--- src/core/pbw_pkg.sv ---
// package: states, wake sources, register map and timing for the power/wake controller
package pbw_pkg;

  // ------------------------------------------------------------
  // system power states
  // ------------------------------------------------------------
  typedef enum logic [2:0] {
    PBW_S0,
    PBW_S3,
    PBW_S4,
    PBW_S5,
    PBW_G3
  } pbw_state_t;

  typedef enum logic [1:0] {
    PBW_AC_ON,
    PBW_AC_OFF,
    PBW_AC_LAST
  } pbw_ac_t;

  // ------------------------------------------------------------
  // wake source inputs
  // ------------------------------------------------------------
  typedef struct packed {
    logic rtc;
    logic lan;
    logic wifi;
    logic usb;
    logic pcie;
    logic cec;
  } pbw_wake_t;

  localparam int PBW_NWAKE = 6;

  // ------------------------------------------------------------
  // register map
  // ------------------------------------------------------------
  localparam logic [3:0] PBW_REG_CTRL   = 4'h0;
  localparam logic [3:0] PBW_REG_STATE  = 4'h4;
  localparam logic [3:0] PBW_REG_CAUSE  = 4'h8;
  localparam logic [3:0] PBW_REG_CMD    = 4'hc;

  // ctrl fields
  localparam int PBW_CTRL_USBW   = 0;
  localparam int PBW_CTRL_DEEP   = 1;
  localparam int PBW_CTRL_AC_LSB = 2;
  localparam int PBW_CTRL_OSSLP  = 4;
  localparam int PBW_CTRL_SLP_LSB = 5;

  localparam logic [31:0] PBW_CTRL_RST = 32'h0000_0031;

  // command register values
  localparam logic [1:0] PBW_CMD_NONE  = 2'h0;
  localparam logic [1:0] PBW_CMD_SLEEP = 2'h1;
  localparam logic [1:0] PBW_CMD_OFF   = 2'h2;

  // ------------------------------------------------------------
  // timing
  // ------------------------------------------------------------
  localparam longint PBW_CLK_HZ     = 100_000_000;
  localparam longint PBW_SHORT_S    = 4;
  localparam longint PBW_LONG_S     = 6;
  localparam longint PBW_DEBOUNCE_US = 10;
  localparam longint PBW_SHORT_CYC  = PBW_SHORT_S * PBW_CLK_HZ;
  localparam longint PBW_LONG_CYC   = PBW_LONG_S * PBW_CLK_HZ;
  localparam longint PBW_DEB_CYC    = PBW_DEBOUNCE_US * PBW_CLK_HZ / 1_000_000;

  typedef struct packed {
    pbw_state_t state;
    pbw_state_t last;
    logic       after_g3;
    logic       cold_boot;
    logic       sleep_req;
    logic [2:0] cause;
    logic [31:0] ctrl;
    logic [31:0] rdata;
    logic       ac_seen;
  } pbw_core_t;

endpackage

--- src/core/pbw_ctrl.sv ---
// power-state controller: switch timing, wake sources, AC restore policy
//
// Design decisions made here: the address-and-strobe port and the address map.
`timescale 1ns/1ps
module pbw_ctrl #(
  parameter int DEB_CYC   = int'(pbw_pkg::PBW_DEB_CYC),   // debounce cycles
  parameter int SHORT_CYC = int'(pbw_pkg::PBW_SHORT_CYC), // four-second count
  parameter int LONG_CYC  = int'(pbw_pkg::PBW_LONG_CYC)   // six-second count
) (
  input  wire logic              clk_i,        // standby clock 100 MHz
  input  wire logic              rst_i,        // sync reset, high
  input  wire logic              btn_i,        // power switch, high = pressed
  input  wire logic              ac_ok_i,      // main AC present (pin)
  input  wire pbw_pkg::pbw_wake_t wake_i,      // wake requests (pins), high
  input  wire logic [3:0]        addr_i,       // register address
  input  wire logic [31:0]       wdata_i,      // write data
  input  wire logic              wr_i,         // write strobe
  input  wire logic              rd_i,         // read strobe
  output logic [31:0]            rdata_o,      // read data, cycle after rd_i
  output logic                   main_pwr_o,   // main rails enabled (S0)
  output logic                   wake_pwr_o,   // wake logic rail enabled
  output logic                   display_on_o, // display out of sleep
  output logic                   cold_boot_o,  // boot is cold, no context
  output logic                   sleep_req_o,  // sleep request to os, level
  output pbw_pkg::pbw_state_t    state_o       // current power state
);

  // ------------------------------------------------------------
  // input synchronisers
  // ------------------------------------------------------------
  logic [pbw_pkg::PBW_NWAKE:0] sy1_reg;
  logic [pbw_pkg::PBW_NWAKE:0] sy2_reg;
  pbw_pkg::pbw_wake_t          wk;
  logic                        ac_ok;

  always_ff @(posedge clk_i) begin
    if (rst_i) begin
      sy1_reg <= '0;
      sy2_reg <= '0;
    end else begin
      sy1_reg <= {ac_ok_i, wake_i};
      sy2_reg <= sy1_reg;
    end
  end

  assign wk    = sy2_reg[pbw_pkg::PBW_NWAKE-1:0];
  assign ac_ok = sy2_reg[pbw_pkg::PBW_NWAKE];

  // ------------------------------------------------------------
  // switch timer
  // ------------------------------------------------------------
  logic btn_short;
  logic btn_mid;
  logic btn_long;

  pbw_btn #(
    .DEB_CYC   (DEB_CYC),
    .SHORT_CYC (SHORT_CYC),
    .LONG_CYC  (LONG_CYC)
  ) u_btn (
    .clk_i   (clk_i),
    .rst_i   (rst_i),
    .btn_i   (btn_i),
    .short_o (btn_short),
    .mid_o   (btn_mid),
    .long_o  (btn_long),
    .level_o ()
  );

  // ------------------------------------------------------------
  // state machine
  // ------------------------------------------------------------
  pbw_pkg::pbw_core_t c_reg;
  pbw_pkg::pbw_core_t c_next;

  logic        usb_en;
  logic        deep;
  pbw_pkg::pbw_ac_t ac_pol;
  logic        os_sleep;
  logic        press;
  logic        sleeping;
  logic        wake_any;
  logic [2:0]  wake_cause;
  logic        disp_wake;
  logic        cmd_wr;

  assign usb_en   = c_reg.ctrl[pbw_pkg::PBW_CTRL_USBW];
  assign deep     = c_reg.ctrl[pbw_pkg::PBW_CTRL_DEEP];
  assign ac_pol   = pbw_pkg::pbw_ac_t'(c_reg.ctrl[pbw_pkg::PBW_CTRL_AC_LSB +: 2]);
  assign os_sleep = c_reg.ctrl[pbw_pkg::PBW_CTRL_OSSLP];
  assign cmd_wr   = wr_i && addr_i == pbw_pkg::PBW_REG_CMD;
  assign press    = btn_short || btn_mid || wk.cec;
  assign sleeping = c_reg.state == pbw_pkg::PBW_S3 ||
                    c_reg.state == pbw_pkg::PBW_S4 ||
                    c_reg.state == pbw_pkg::PBW_S5;

  // wake qualification per source and state
  always_comb begin
    wake_any   = 1'b0;
    wake_cause = 3'h0;
    disp_wake  = 1'b0;
    if (sleeping) begin
      if (press) begin
        wake_any   = 1'b1;
        wake_cause = 3'h1;
        disp_wake  = 1'b1;
      end else if (wk.rtc || wk.wifi) begin
        wake_any   = 1'b1;
        wake_cause = wk.rtc ? 3'h2 : 3'h3;
      end else if (wk.lan) begin
        wake_any   = 1'b1;
        wake_cause = 3'h4;
      end else if (wk.pcie && c_reg.state != pbw_pkg::PBW_S5) begin
        wake_any   = 1'b1;
        wake_cause = 3'h5;
      end else if (wk.usb && !c_reg.after_g3) begin
        if (c_reg.state == pbw_pkg::PBW_S3) begin
          wake_any   = 1'b1;
          wake_cause = 3'h6;
        end else if (usb_en && !deep) begin
          wake_any   = 1'b1;
          wake_cause = 3'h6;
        end
      end
    end
  end

  always_comb begin
    c_next           = c_reg;
    c_next.rdata     = 32'h0000_0000;
    if (wr_i && addr_i == pbw_pkg::PBW_REG_CTRL) begin
      c_next.ctrl = wdata_i;
    end
    if (rd_i) begin
      case (addr_i)
        pbw_pkg::PBW_REG_CTRL:  c_next.rdata = c_reg.ctrl;
        pbw_pkg::PBW_REG_STATE: c_next.rdata = {26'h0, c_reg.after_g3,
                                                 c_reg.cold_boot, c_reg.sleep_req,
                                                 c_reg.state};
        pbw_pkg::PBW_REG_CAUSE: c_next.rdata = {29'h0, c_reg.cause};
        default:                c_next.rdata = 32'h0000_0000;
      endcase
    end
    case (c_reg.state)
      pbw_pkg::PBW_G3: begin
        // policy applied once AC is back
        if (ac_ok) begin
          c_next.after_g3 = 1'b1;
          case (ac_pol)
            pbw_pkg::PBW_AC_ON: begin
              c_next.state     = pbw_pkg::PBW_S0;
              c_next.cold_boot = 1'b1;
            end
            pbw_pkg::PBW_AC_LAST: begin
              c_next.state     = c_reg.last == pbw_pkg::PBW_S0 ?
                                 pbw_pkg::PBW_S0 : pbw_pkg::PBW_S5;
              c_next.cold_boot = 1'b1;
            end
            default: c_next.state = pbw_pkg::PBW_S5;
          endcase
        end
      end
      pbw_pkg::PBW_S0: begin
        if (btn_long) begin
          c_next.state     = pbw_pkg::PBW_S5;
          c_next.sleep_req = 1'b0;
        end else if (btn_short || btn_mid || wk.cec) begin
          c_next.sleep_req = os_sleep;
        end
        // a forced off must not be undone by a sleep command in the same cycle
        if (!btn_long && cmd_wr && wdata_i[1:0] == pbw_pkg::PBW_CMD_SLEEP) begin
          // os chooses S3 or S4; anything else falls back to S3
          c_next.state     = wdata_i[2] ? pbw_pkg::PBW_S4 : pbw_pkg::PBW_S3;
          c_next.sleep_req = 1'b0;
          c_next.cold_boot = 1'b0;
        end else if (cmd_wr && wdata_i[1:0] == pbw_pkg::PBW_CMD_OFF) begin
          c_next.state     = pbw_pkg::PBW_S5;
          c_next.sleep_req = 1'b0;
        end
      end
      pbw_pkg::PBW_S3, pbw_pkg::PBW_S4, pbw_pkg::PBW_S5: begin
        if (btn_long && c_reg.state != pbw_pkg::PBW_S5) begin
          c_next.state = pbw_pkg::PBW_S5;
        end else if (wake_any) begin
          c_next.state     = pbw_pkg::PBW_S0;
          c_next.cause     = wake_cause;
          c_next.cold_boot = c_reg.state == pbw_pkg::PBW_S5;
          c_next.after_g3  = 1'b0;
        end
      end
      default: c_next.state = pbw_pkg::PBW_G3;
    endcase
    if (c_reg.state != pbw_pkg::PBW_G3) begin
      c_next.last = c_reg.state;
    end
    if (!ac_ok) begin
      c_next.state = pbw_pkg::PBW_G3;
      c_next.sleep_req = 1'b0;
    end
  end

  always_ff @(posedge clk_i) begin
    if (rst_i) begin
      c_reg       <= '0;
      c_reg.state <= pbw_pkg::PBW_G3;
      c_reg.last  <= pbw_pkg::PBW_S5;
      c_reg.ctrl  <= pbw_pkg::PBW_CTRL_RST;
    end else begin
      c_reg <= c_next;
    end
  end

  // ------------------------------------------------------------
  // outputs
  // ------------------------------------------------------------
  logic disp_reg;

  always_ff @(posedge clk_i) begin
    if (rst_i) begin
      disp_reg <= 1'b0;
    end else if (c_reg.state != pbw_pkg::PBW_S0) begin
      disp_reg <= disp_wake;
    end else if (btn_short || btn_mid || wk.cec) begin
      disp_reg <= 1'b1;
    end
  end

  assign rdata_o      = c_reg.rdata;
  assign main_pwr_o   = c_reg.state == pbw_pkg::PBW_S0;
  assign wake_pwr_o   = c_reg.state != pbw_pkg::PBW_G3;
  assign display_on_o = main_pwr_o && disp_reg;
  assign cold_boot_o  = c_reg.cold_boot;
  assign sleep_req_o  = c_reg.sleep_req;
  assign state_o      = c_reg.state;

  // ------------------------------------------------------------
  // checks
  // ------------------------------------------------------------
  property p_long_off;
    @(posedge clk_i) disable iff (rst_i)
      btn_long && ac_ok && c_reg.state != pbw_pkg::PBW_G3 |=> state_o == pbw_pkg::PBW_S5;
  endproperty
  a_long_off: assert property (p_long_off) else $error("long hold did not force off");

  property p_short_wake;
    @(posedge clk_i) disable iff (rst_i)
      sleeping && btn_short && !btn_long && ac_ok |=> state_o == pbw_pkg::PBW_S0;
  endproperty
  a_short_wake: assert property (p_short_wake) else $error("short press did not wake");

  property p_cold;
    @(posedge clk_i) disable iff (rst_i)
      $past(c_reg.state) == pbw_pkg::PBW_S5 && state_o == pbw_pkg::PBW_S0 |-> cold_boot_o;
  endproperty
  a_cold: assert property (p_cold) else $error("exit from soft-off not cold");

  property p_rails;
    @(posedge clk_i) disable iff (rst_i)
      sleeping |-> !main_pwr_o && wake_pwr_o;
  endproperty
  a_rails: assert property (p_rails) else $error("rail state wrong while asleep");

  property p_cec;
    @(posedge clk_i) disable iff (rst_i)
      sleeping && wk.cec && !btn_long && ac_ok |=> state_o == pbw_pkg::PBW_S0 && display_on_o;
  endproperty
  a_cec: assert property (p_cec) else $error("display-link wake failed");

  property p_usb_g3;
    @(posedge clk_i) disable iff (rst_i)
      sleeping && c_reg.after_g3 && wk == 6'h04 && !press |=>
        state_o != pbw_pkg::PBW_S0;
  endproperty
  a_usb_g3: assert property (p_usb_g3) else $error("usb wake after mechanical off");

  property p_pcie_s5;
    @(posedge clk_i) disable iff (rst_i)
      c_reg.state == pbw_pkg::PBW_S5 && wk == 6'h02 && !btn_short && !btn_mid |=>
        state_o != pbw_pkg::PBW_S0;
  endproperty
  a_pcie_s5: assert property (p_pcie_s5) else $error("pcie woke from soft-off");

  property p_rtc_disp;
    @(posedge clk_i) disable iff (rst_i)
      sleeping && (wk.rtc || wk.wifi || wk.lan) && !press && !btn_long && ac_ok |=>
        state_o == pbw_pkg::PBW_S0 && !display_on_o;
  endproperty
  a_rtc_disp: assert property (p_rtc_disp) else $error("quiet wake lit display");

  property p_ac_off;
    @(posedge clk_i) disable iff (rst_i)
      c_reg.state == pbw_pkg::PBW_G3 && ac_ok && ac_pol == pbw_pkg::PBW_AC_OFF |=>
        state_o == pbw_pkg::PBW_S5;
  endproperty
  a_ac_off: assert property (p_ac_off) else $error("stay-off policy ignored");

  c_wake_lan: cover property (@(posedge clk_i) disable iff (rst_i)
    wake_any && wake_cause == 3'h4);
  c_sleep_s4: cover property (@(posedge clk_i) disable iff (rst_i)
    state_o == pbw_pkg::PBW_S4);
  c_force_off: cover property (@(posedge clk_i) disable iff (rst_i)
    btn_long && c_reg.state == pbw_pkg::PBW_S0);

endmodule

--- src/core/pbw_btn.sv ---
// switch input: synchroniser, debouncer and hold timer
`timescale 1ns/1ps
module pbw_btn #(
  parameter int DEB_CYC   = 1000,            // debounce window
  parameter int SHORT_CYC = 400_000_000,     // short-press limit
  parameter int LONG_CYC  = 600_000_000      // forced-off hold
) (
  input  wire logic clk_i,                   // standby clock
  input  wire logic rst_i,                   // sync reset, high
  input  wire logic btn_i,                   // raw switch, high = pressed
  output logic      short_o,                 // pulse: released before short limit
  output logic      mid_o,                   // pulse: released between limits
  output logic      long_o,                  // pulse: hold reached long limit
  output logic      level_o                  // debounced level
);

  typedef struct packed {
    logic        s1;
    logic        s2;
    logic        lvl;
    logic [31:0] deb;
    logic [31:0] hold;
    logic        long_done;
    logic        sp;
    logic        mp;
    logic        lp;
  } pbw_btn_st_t;

  pbw_btn_st_t st_reg;
  pbw_btn_st_t st_next;

  always_comb begin
    st_next    = st_reg;
    st_next.sp = 1'b0;
    st_next.mp = 1'b0;
    st_next.lp = 1'b0;
    st_next.s1 = btn_i;
    st_next.s2 = st_reg.s1;
    // level must stay stable for the full window before it is believed
    if (st_reg.s2 != st_reg.lvl) begin
      if (st_reg.deb >= 32'(DEB_CYC - 1)) begin
        st_next.lvl = st_reg.s2;
        st_next.deb = 32'h0000_0000;
      end else begin
        st_next.deb = st_reg.deb + 32'h0000_0001;
      end
    end else begin
      st_next.deb = 32'h0000_0000;
    end
    if (st_reg.lvl) begin
      if (st_reg.hold != 32'hffff_ffff) begin
        st_next.hold = st_reg.hold + 32'h0000_0001;
      end
      if (st_reg.hold == 32'(LONG_CYC - 1) && !st_reg.long_done) begin
        st_next.lp        = 1'b1;
        st_next.long_done = 1'b1;
      end
    end else begin
      st_next.hold      = 32'h0000_0000;
      st_next.long_done = 1'b0;
    end
    if (st_reg.lvl && !st_next.lvl && !st_reg.long_done) begin
      if (st_reg.hold < 32'(SHORT_CYC)) begin
        st_next.sp = 1'b1;
      end else begin
        st_next.mp = 1'b1;
      end
    end
  end

  always_ff @(posedge clk_i) begin
    if (rst_i) begin
      st_reg <= '0;
    end else begin
      st_reg <= st_next;
    end
  end

  assign short_o = st_reg.sp;
  assign mid_o   = st_reg.mp;
  assign long_o  = st_reg.lp;
  assign level_o = st_reg.lvl;

endmodule

--- config.mk ---
export PLATFORM = sky130hd
export DESIGN_NAME = pbw_ctrl
export DESIGN_NICKNAME = d
export VERILOG_FILES = /design/src/core/pbw_pkg.sv /design/src/core/pbw_ctrl.sv /design/src/core/pbw_btn.sv
export SDC_FILE = /design/constraint.sdc
export NUM_CORES = 1
export LEC_CHECK = 0
export BUFFER_PORTS_ARGS = -buffer_cell sky130_fd_sc_hd__buf_2
export CORE_MARGIN = 1.5
export CORE_UTILIZATION = 49
export CTS_BUF_LIST = sky130_fd_sc_hd__clkbuf_4
export DETAILED_ROUTE_END_ITERATION = 16
export PLACE_DENSITY = 0.7
export RECOVER_POWER = 50
export SLEW_MARGIN = 15
export SYNTH_ARGS = -nofsm -noshare
export SYNTH_HDL_FRONTEND = slang
export SYNTH_HIERARCHICAL = 1
export SYNTH_SLANG_ARGS = --single-unit
--- constraint.sdc ---
create_clock -name clk_i -period 3.4 [get_ports clk_i]
set_clock_uncertainty 0.2 [all_clocks]
set_input_delay 0.68 -clock clk_i [delete_from_list [all_inputs] [get_ports clk_i]]
set_output_delay 0.68 -clock clk_i [all_outputs]
set_load 0.03 [all_outputs]
==> Word level (Yosys, flattened, before mapping) <==
Cells that the tools add are included.
W data, S select, Z words.
{ "op_classes": {"shifts": 0, "reduce_logical": 44, "n_eq_ne": 22, "magnitude_cmp": 2, "n_mul": 0, "div": 0, "muxes": 47, "add_sub_neg": 2, "n_bitwise": 6} }
{ "op_table": {"columns": ["operator", "n"], "rows": [
  ["$pmux W32 S3", 1],
  ["$add A32 B1 Y32 const B", 2],
  ["$mux W3", 13],
  ["$eq A32 B30 Y1 const B", 1],
  ["$ge A32 B10 Y1 const B", 1],
  ["$lt A32 B29 Y1 const B", 1],
  ["$ne A32 B32 Y1 const B", 1],
  ["$mux W1", 24],
  ["$logic_and A1 B1 Y1", 13],
  ["$mux W2", 5],
  ["$reduce_or A2 Y1", 5],
  ["$pmux W3 S3", 1],
  ["$eq A4 B4 Y1 const B", 2],
  ["$ne A2 B2 Y1 const B", 4],
  ["$eq A3 B2 Y1 const B", 2],
  ["$logic_not A3 Y1", 2],
  ["$ne A3 B3 Y1 const B", 2],
  ["$not A1 Y1", 6],
  ["$reduce_and A6 Y1", 1],
  ["$reduce_bool A3 Y1", 2],
  ["$reduce_or A3 Y1", 2],
  ["$logic_not A1 Y1", 5],
  ["$logic_or A1 B1 Y1", 5],
  ["$eq A2 B2 Y1 const B", 2],
  ["18 further kinds", 20]
]} }
{ "totals": {"ram_bits": 0, "rom_bits": 0, "output_inout_bits": 40, "wordCells": 143, "memories": 0, "latch_bits": 0, "register_bits": 162, "input_bits": 48} }

==> Depth between registers and ports, before layout <==
{ "depth": {"word_depth": 13, "depth_mapped": 8, "mapped_depth_nobuf": 6} }

==> Modules after synthesis <==
Netlist, hierarchy kept.
{ "by_module_without_submodules": {"columns": ["mod", "instances", "cells_per_inst", "seq_area_each_um2", "area_per_inst_um2"], "rows": [
  ["pbw_ctrl", 1, 388, 1821.7, 3470.8],
  ["pbw_btn", 1, 305, 1421.4, 2845.2]
]} }

==> Worst setup path before layout <==
OpenSTA, ideal clock, no wires.
{ "synth_timing": {"kind": "register -> output", "from": "reg c_reg, in the netlist state_o[0]", "to": "out display_on_o", "path_buffers": 1, "required_time_ps": 2520, "path_stages_with_launch": 5, "arrival_ps": 1505, "path_slack_ps": 1015, "path_cell_list": "dfxtp_1 buf_2 or3_1 inv_1 and2_1"} }
{ "synth_via": {"elab_chain_len": 2} }
{ "synth_lines": {"columns": ["item", "line_no", "rtl"], "rows": [
  ["from (decl)", "pbw_ctrl.sv:73", "pbw_pkg::pbw_core_t c_reg;"],
  ["from (signal assigned)", "pbw_ctrl.sv:209", "c_reg <= c_next;"],
  ["$logic_not A3 Y1", "pbw_ctrl.sv:229", "assign main_pwr_o = c_reg.state == pbw_pkg::PBW_S0;"],
  ["net main_pwr_o", "pbw_ctrl.sv:20", "output logic main_pwr_o,"],
  ["$logic_and A1 B1 Y1", "pbw_ctrl.sv:231", "assign display_on_o = main_pwr_o && disp_reg;"],
  ["to (decl)", "pbw_ctrl.sv:22", "output logic display_on_o,"]
]} }
The timed path passes the listed nets, and every way through them passes these cells.

==> Worst setup path after layout <==
{ "layout_timing": {"from": "reg c_reg, in the netlist state_o[0]", "to": "out display_on_o"} }
{ "layout_via": {"elab_chain_len": 2} }
{ "layout_lines": {"columns": ["item", "line_no"], "rows": [
  ["$logic_not A3 Y1", "pbw_ctrl.sv:229"],
  ["$logic_and A1 B1 Y1", "pbw_ctrl.sv:231"]
]} }
Every way passes these cells.

==> run summary <==
Crit path arrival time: 2.03 ns
CTS max path bufs: 2
WHS: 0.1430 ns
Layout area overhead: 9.449%
Setup-failing EPs final: 0
num rows: 41
Inserted Clock Buffers: 17
setup ws final: 0.4929 ns
Worst-path clk slew: 0.13 ns
setup TNS: 0 ns
first-pass GRT wire length: 19700 um
Die Wd: 116.5 um
failing checks: capacitance limit, slew limit
worst-case reg-to-reg path depth: 6
Top delay family on crit path: simple AND/OR/NAND/NOR gates
RSZ-0062 raised after global routing: false
R2R setup slack: 0.88 ns
post-synthesis cell type count: 58
Non-Filler Instances: 945
Setup CP Type: register to output pin
Critical Path, Cell by Cell: or3_1 -> inv_1 -> and2_1 -> buf_2
gr usage total: 18.42%
Avg WL per Cell: 12.70 um
H-tree levels: 4
critical path required time: 2.52 ns
Async SR Flop Fraction: 0%
height of the chip: 116.5 um
Max Cap Violations: 1
period utilization: 85.50%
dpl ws: 0.6592 ns
Lkg Pwr: 2.562 nW
Crit path buffers/inverters: 2
post-CTS resize count: 0
most frequent cells in the layout: dfxtp_1 (162), nand2_1 (96), a21oi_1 (66)
CTS tree: built
DRT Pass-1 Iters: 4
CP max stage cell: or3_1
HPWL after DPL: 8482 um
status: complete, but fails checks
worst-skew pair later-pin latency: 0.55 ns
grt total ovfl: 0
HP Class: primary input to register
Tmin final: 2.907 ns
Final Max Slew Viols: 34
Power Total: 3.195 mW
startpoint types: register
number of antenna violations at the first check in global routing: 0
r2r startpoint: u_btn/st_reg[31]
pin count of the biggest net entering global routing: 34
Core Footprint: 12620 um^2
max FFs per register: 66
worst-margin pin slew: 1.514 ns
setup bufs post-CTS: 0
# DRC: 0
1st-iter DRT viols: 316
synthesized area: 6316 um^2
EDFF count, synth: 0
RD Place Congestion: 0.8518
share of post-route cells with drive strength above 1: 14.10%
Max Clk Rate: 344.0 MHz
slowest stage delay, CP: 0.49 ns
clk root buf: clkbuf_4
Slew HR: -0.9219%
Peak VDD IR: 0.0002669 V
Nets: 810
die area: 13580 um^2
vias per inst: 5.142
r2r endpoint: u_btn/st_reg[8]
ANT nets after route: 0
mean area per synthesized cell: 9.114 um^2
Final Hold Fails: 0
Post-CTS Hold Fix Bufs: 0
warnings from Yosys: 6
vias in the first global route: 4380
I/O Pins: 88
most common cell after layout, fill and taps aside: dfxtp_1
crit-path max FO: 13
CP startpoint: state_o[0]
post-synthesis cell count: 693
Crit path depth: 4
register area share after synthesis: 51.35%
# port buffers: 87
DR vias: 4859
Inst Count DP: 913
Post-synth top flop: dfxtp_1
Initial Utilization: 50.05%
final wirelength: 12010 um
CP Capture Point: display_on_o
antenna cell count: 0
Sink Count: 162
critical path capture point type: output pin
Cell Pwr Density: 462.2 nW/um^2
post-synthesis sequential element count: 162
==> through the flow <==
stage                     utilization (%)  area [um^2]
after CTS                           55.11         6954
after detailed placement            52.82         6665
after global routing                54.78         6913
final                               54.78         6913
after floorplan                         -         6395
after global placement              52.82         6665
==> worst min-delay path by stage <==
stage | from | end | slack, ns | cells after the start
after floorplan | sy1_reg[0] | sy2_reg[0] | 0.21 | 1
after global placement | sy1_reg[1] | sy2_reg[1] | 0.22 | 1
after detailed placement | sy1_reg[0] | sy2_reg[0] | 0.22 | 1
after CTS | wake_i[4] | sy1_reg[4] | 0.09 | 2
after global routing | wake_i[4] | sy1_reg[4] | 0.08 | 2
final | wake_i[0] | sy1_reg[0] | 0.14 | 2
==> cell families (layout without fill, tap and decap cells) <==
kind of cell,Yosys count,count (layout),synth area share [%]
buf+inv,73,132,7.171
flops,162,162,51.35
mux,10,10,1.585
other cells,1,22,0.05937
compound gates,123,123,11.43
fa+ha+maj,3,3,0.5546
xor+xnor,14,14,1.941
simple gates,307,307,25.91
==> Yosys cell counts (3+ instances only) <==
cell type  number  area, um^2
a211oi_1        4       30.03
a21oi_1        66       330.3
a31oi_1         4       25.02
and2_1         29       181.4
and3_1          6       37.54
and4_1          3       26.28
buf_2          11       55.05
buf_4          36       270.3
buf_6           4       45.04
clkbuf_1       14       52.55
dfxtp_1       162        3243
inv_1           7       26.28
mux2i_1        10       100.1
nand2_1        96       360.4
nand2b_1        7       43.79
nand3_1        23       115.1
nand4_1        11       68.82
nor2_1         44       165.2
nor2b_1        24       150.1
nor3_1          7       35.03
nor4_1          9       56.30
o211ai_1        3       22.52
o21ai_0        20       100.1
o31ai_1        11       82.58
or2_2           4       25.02
or3_1          14       87.58
or4_1          11       82.58
xnor2_1         6       52.55
xor2_1          8       70.07
==> layer usage <==
metal	vias to the layer above	part of all wire [%]	GRT usage [%]
li1	2475	-	-
met1	2244	48	23.75
met2	128	46	29.33
met3	12	5.7	5.864
met4	0	0.82	6.345
met5	-	0	0
==> cell type report <==
class | count | area (um^2)
inverter | 8 | 30.03
timing repair buffer | 92 | 435.4
multi-input combinational | 479 | 2700
clock inverter | 14 | 153.9
sequential | 162 | 3243
fill | 1167 | 5707
tap | 172 | 215.2
clock buffer | 18 | 135.1
==> report_power, final <==
part	internal [mW]	switching [mW]	leakage (nW)
logic	0.0474	0.0639	1.10
clock network	0.455	0.684	0.147
registers	1.93	0.0138	1.32
No activity file was read; power rests on OpenSTA's default activity.
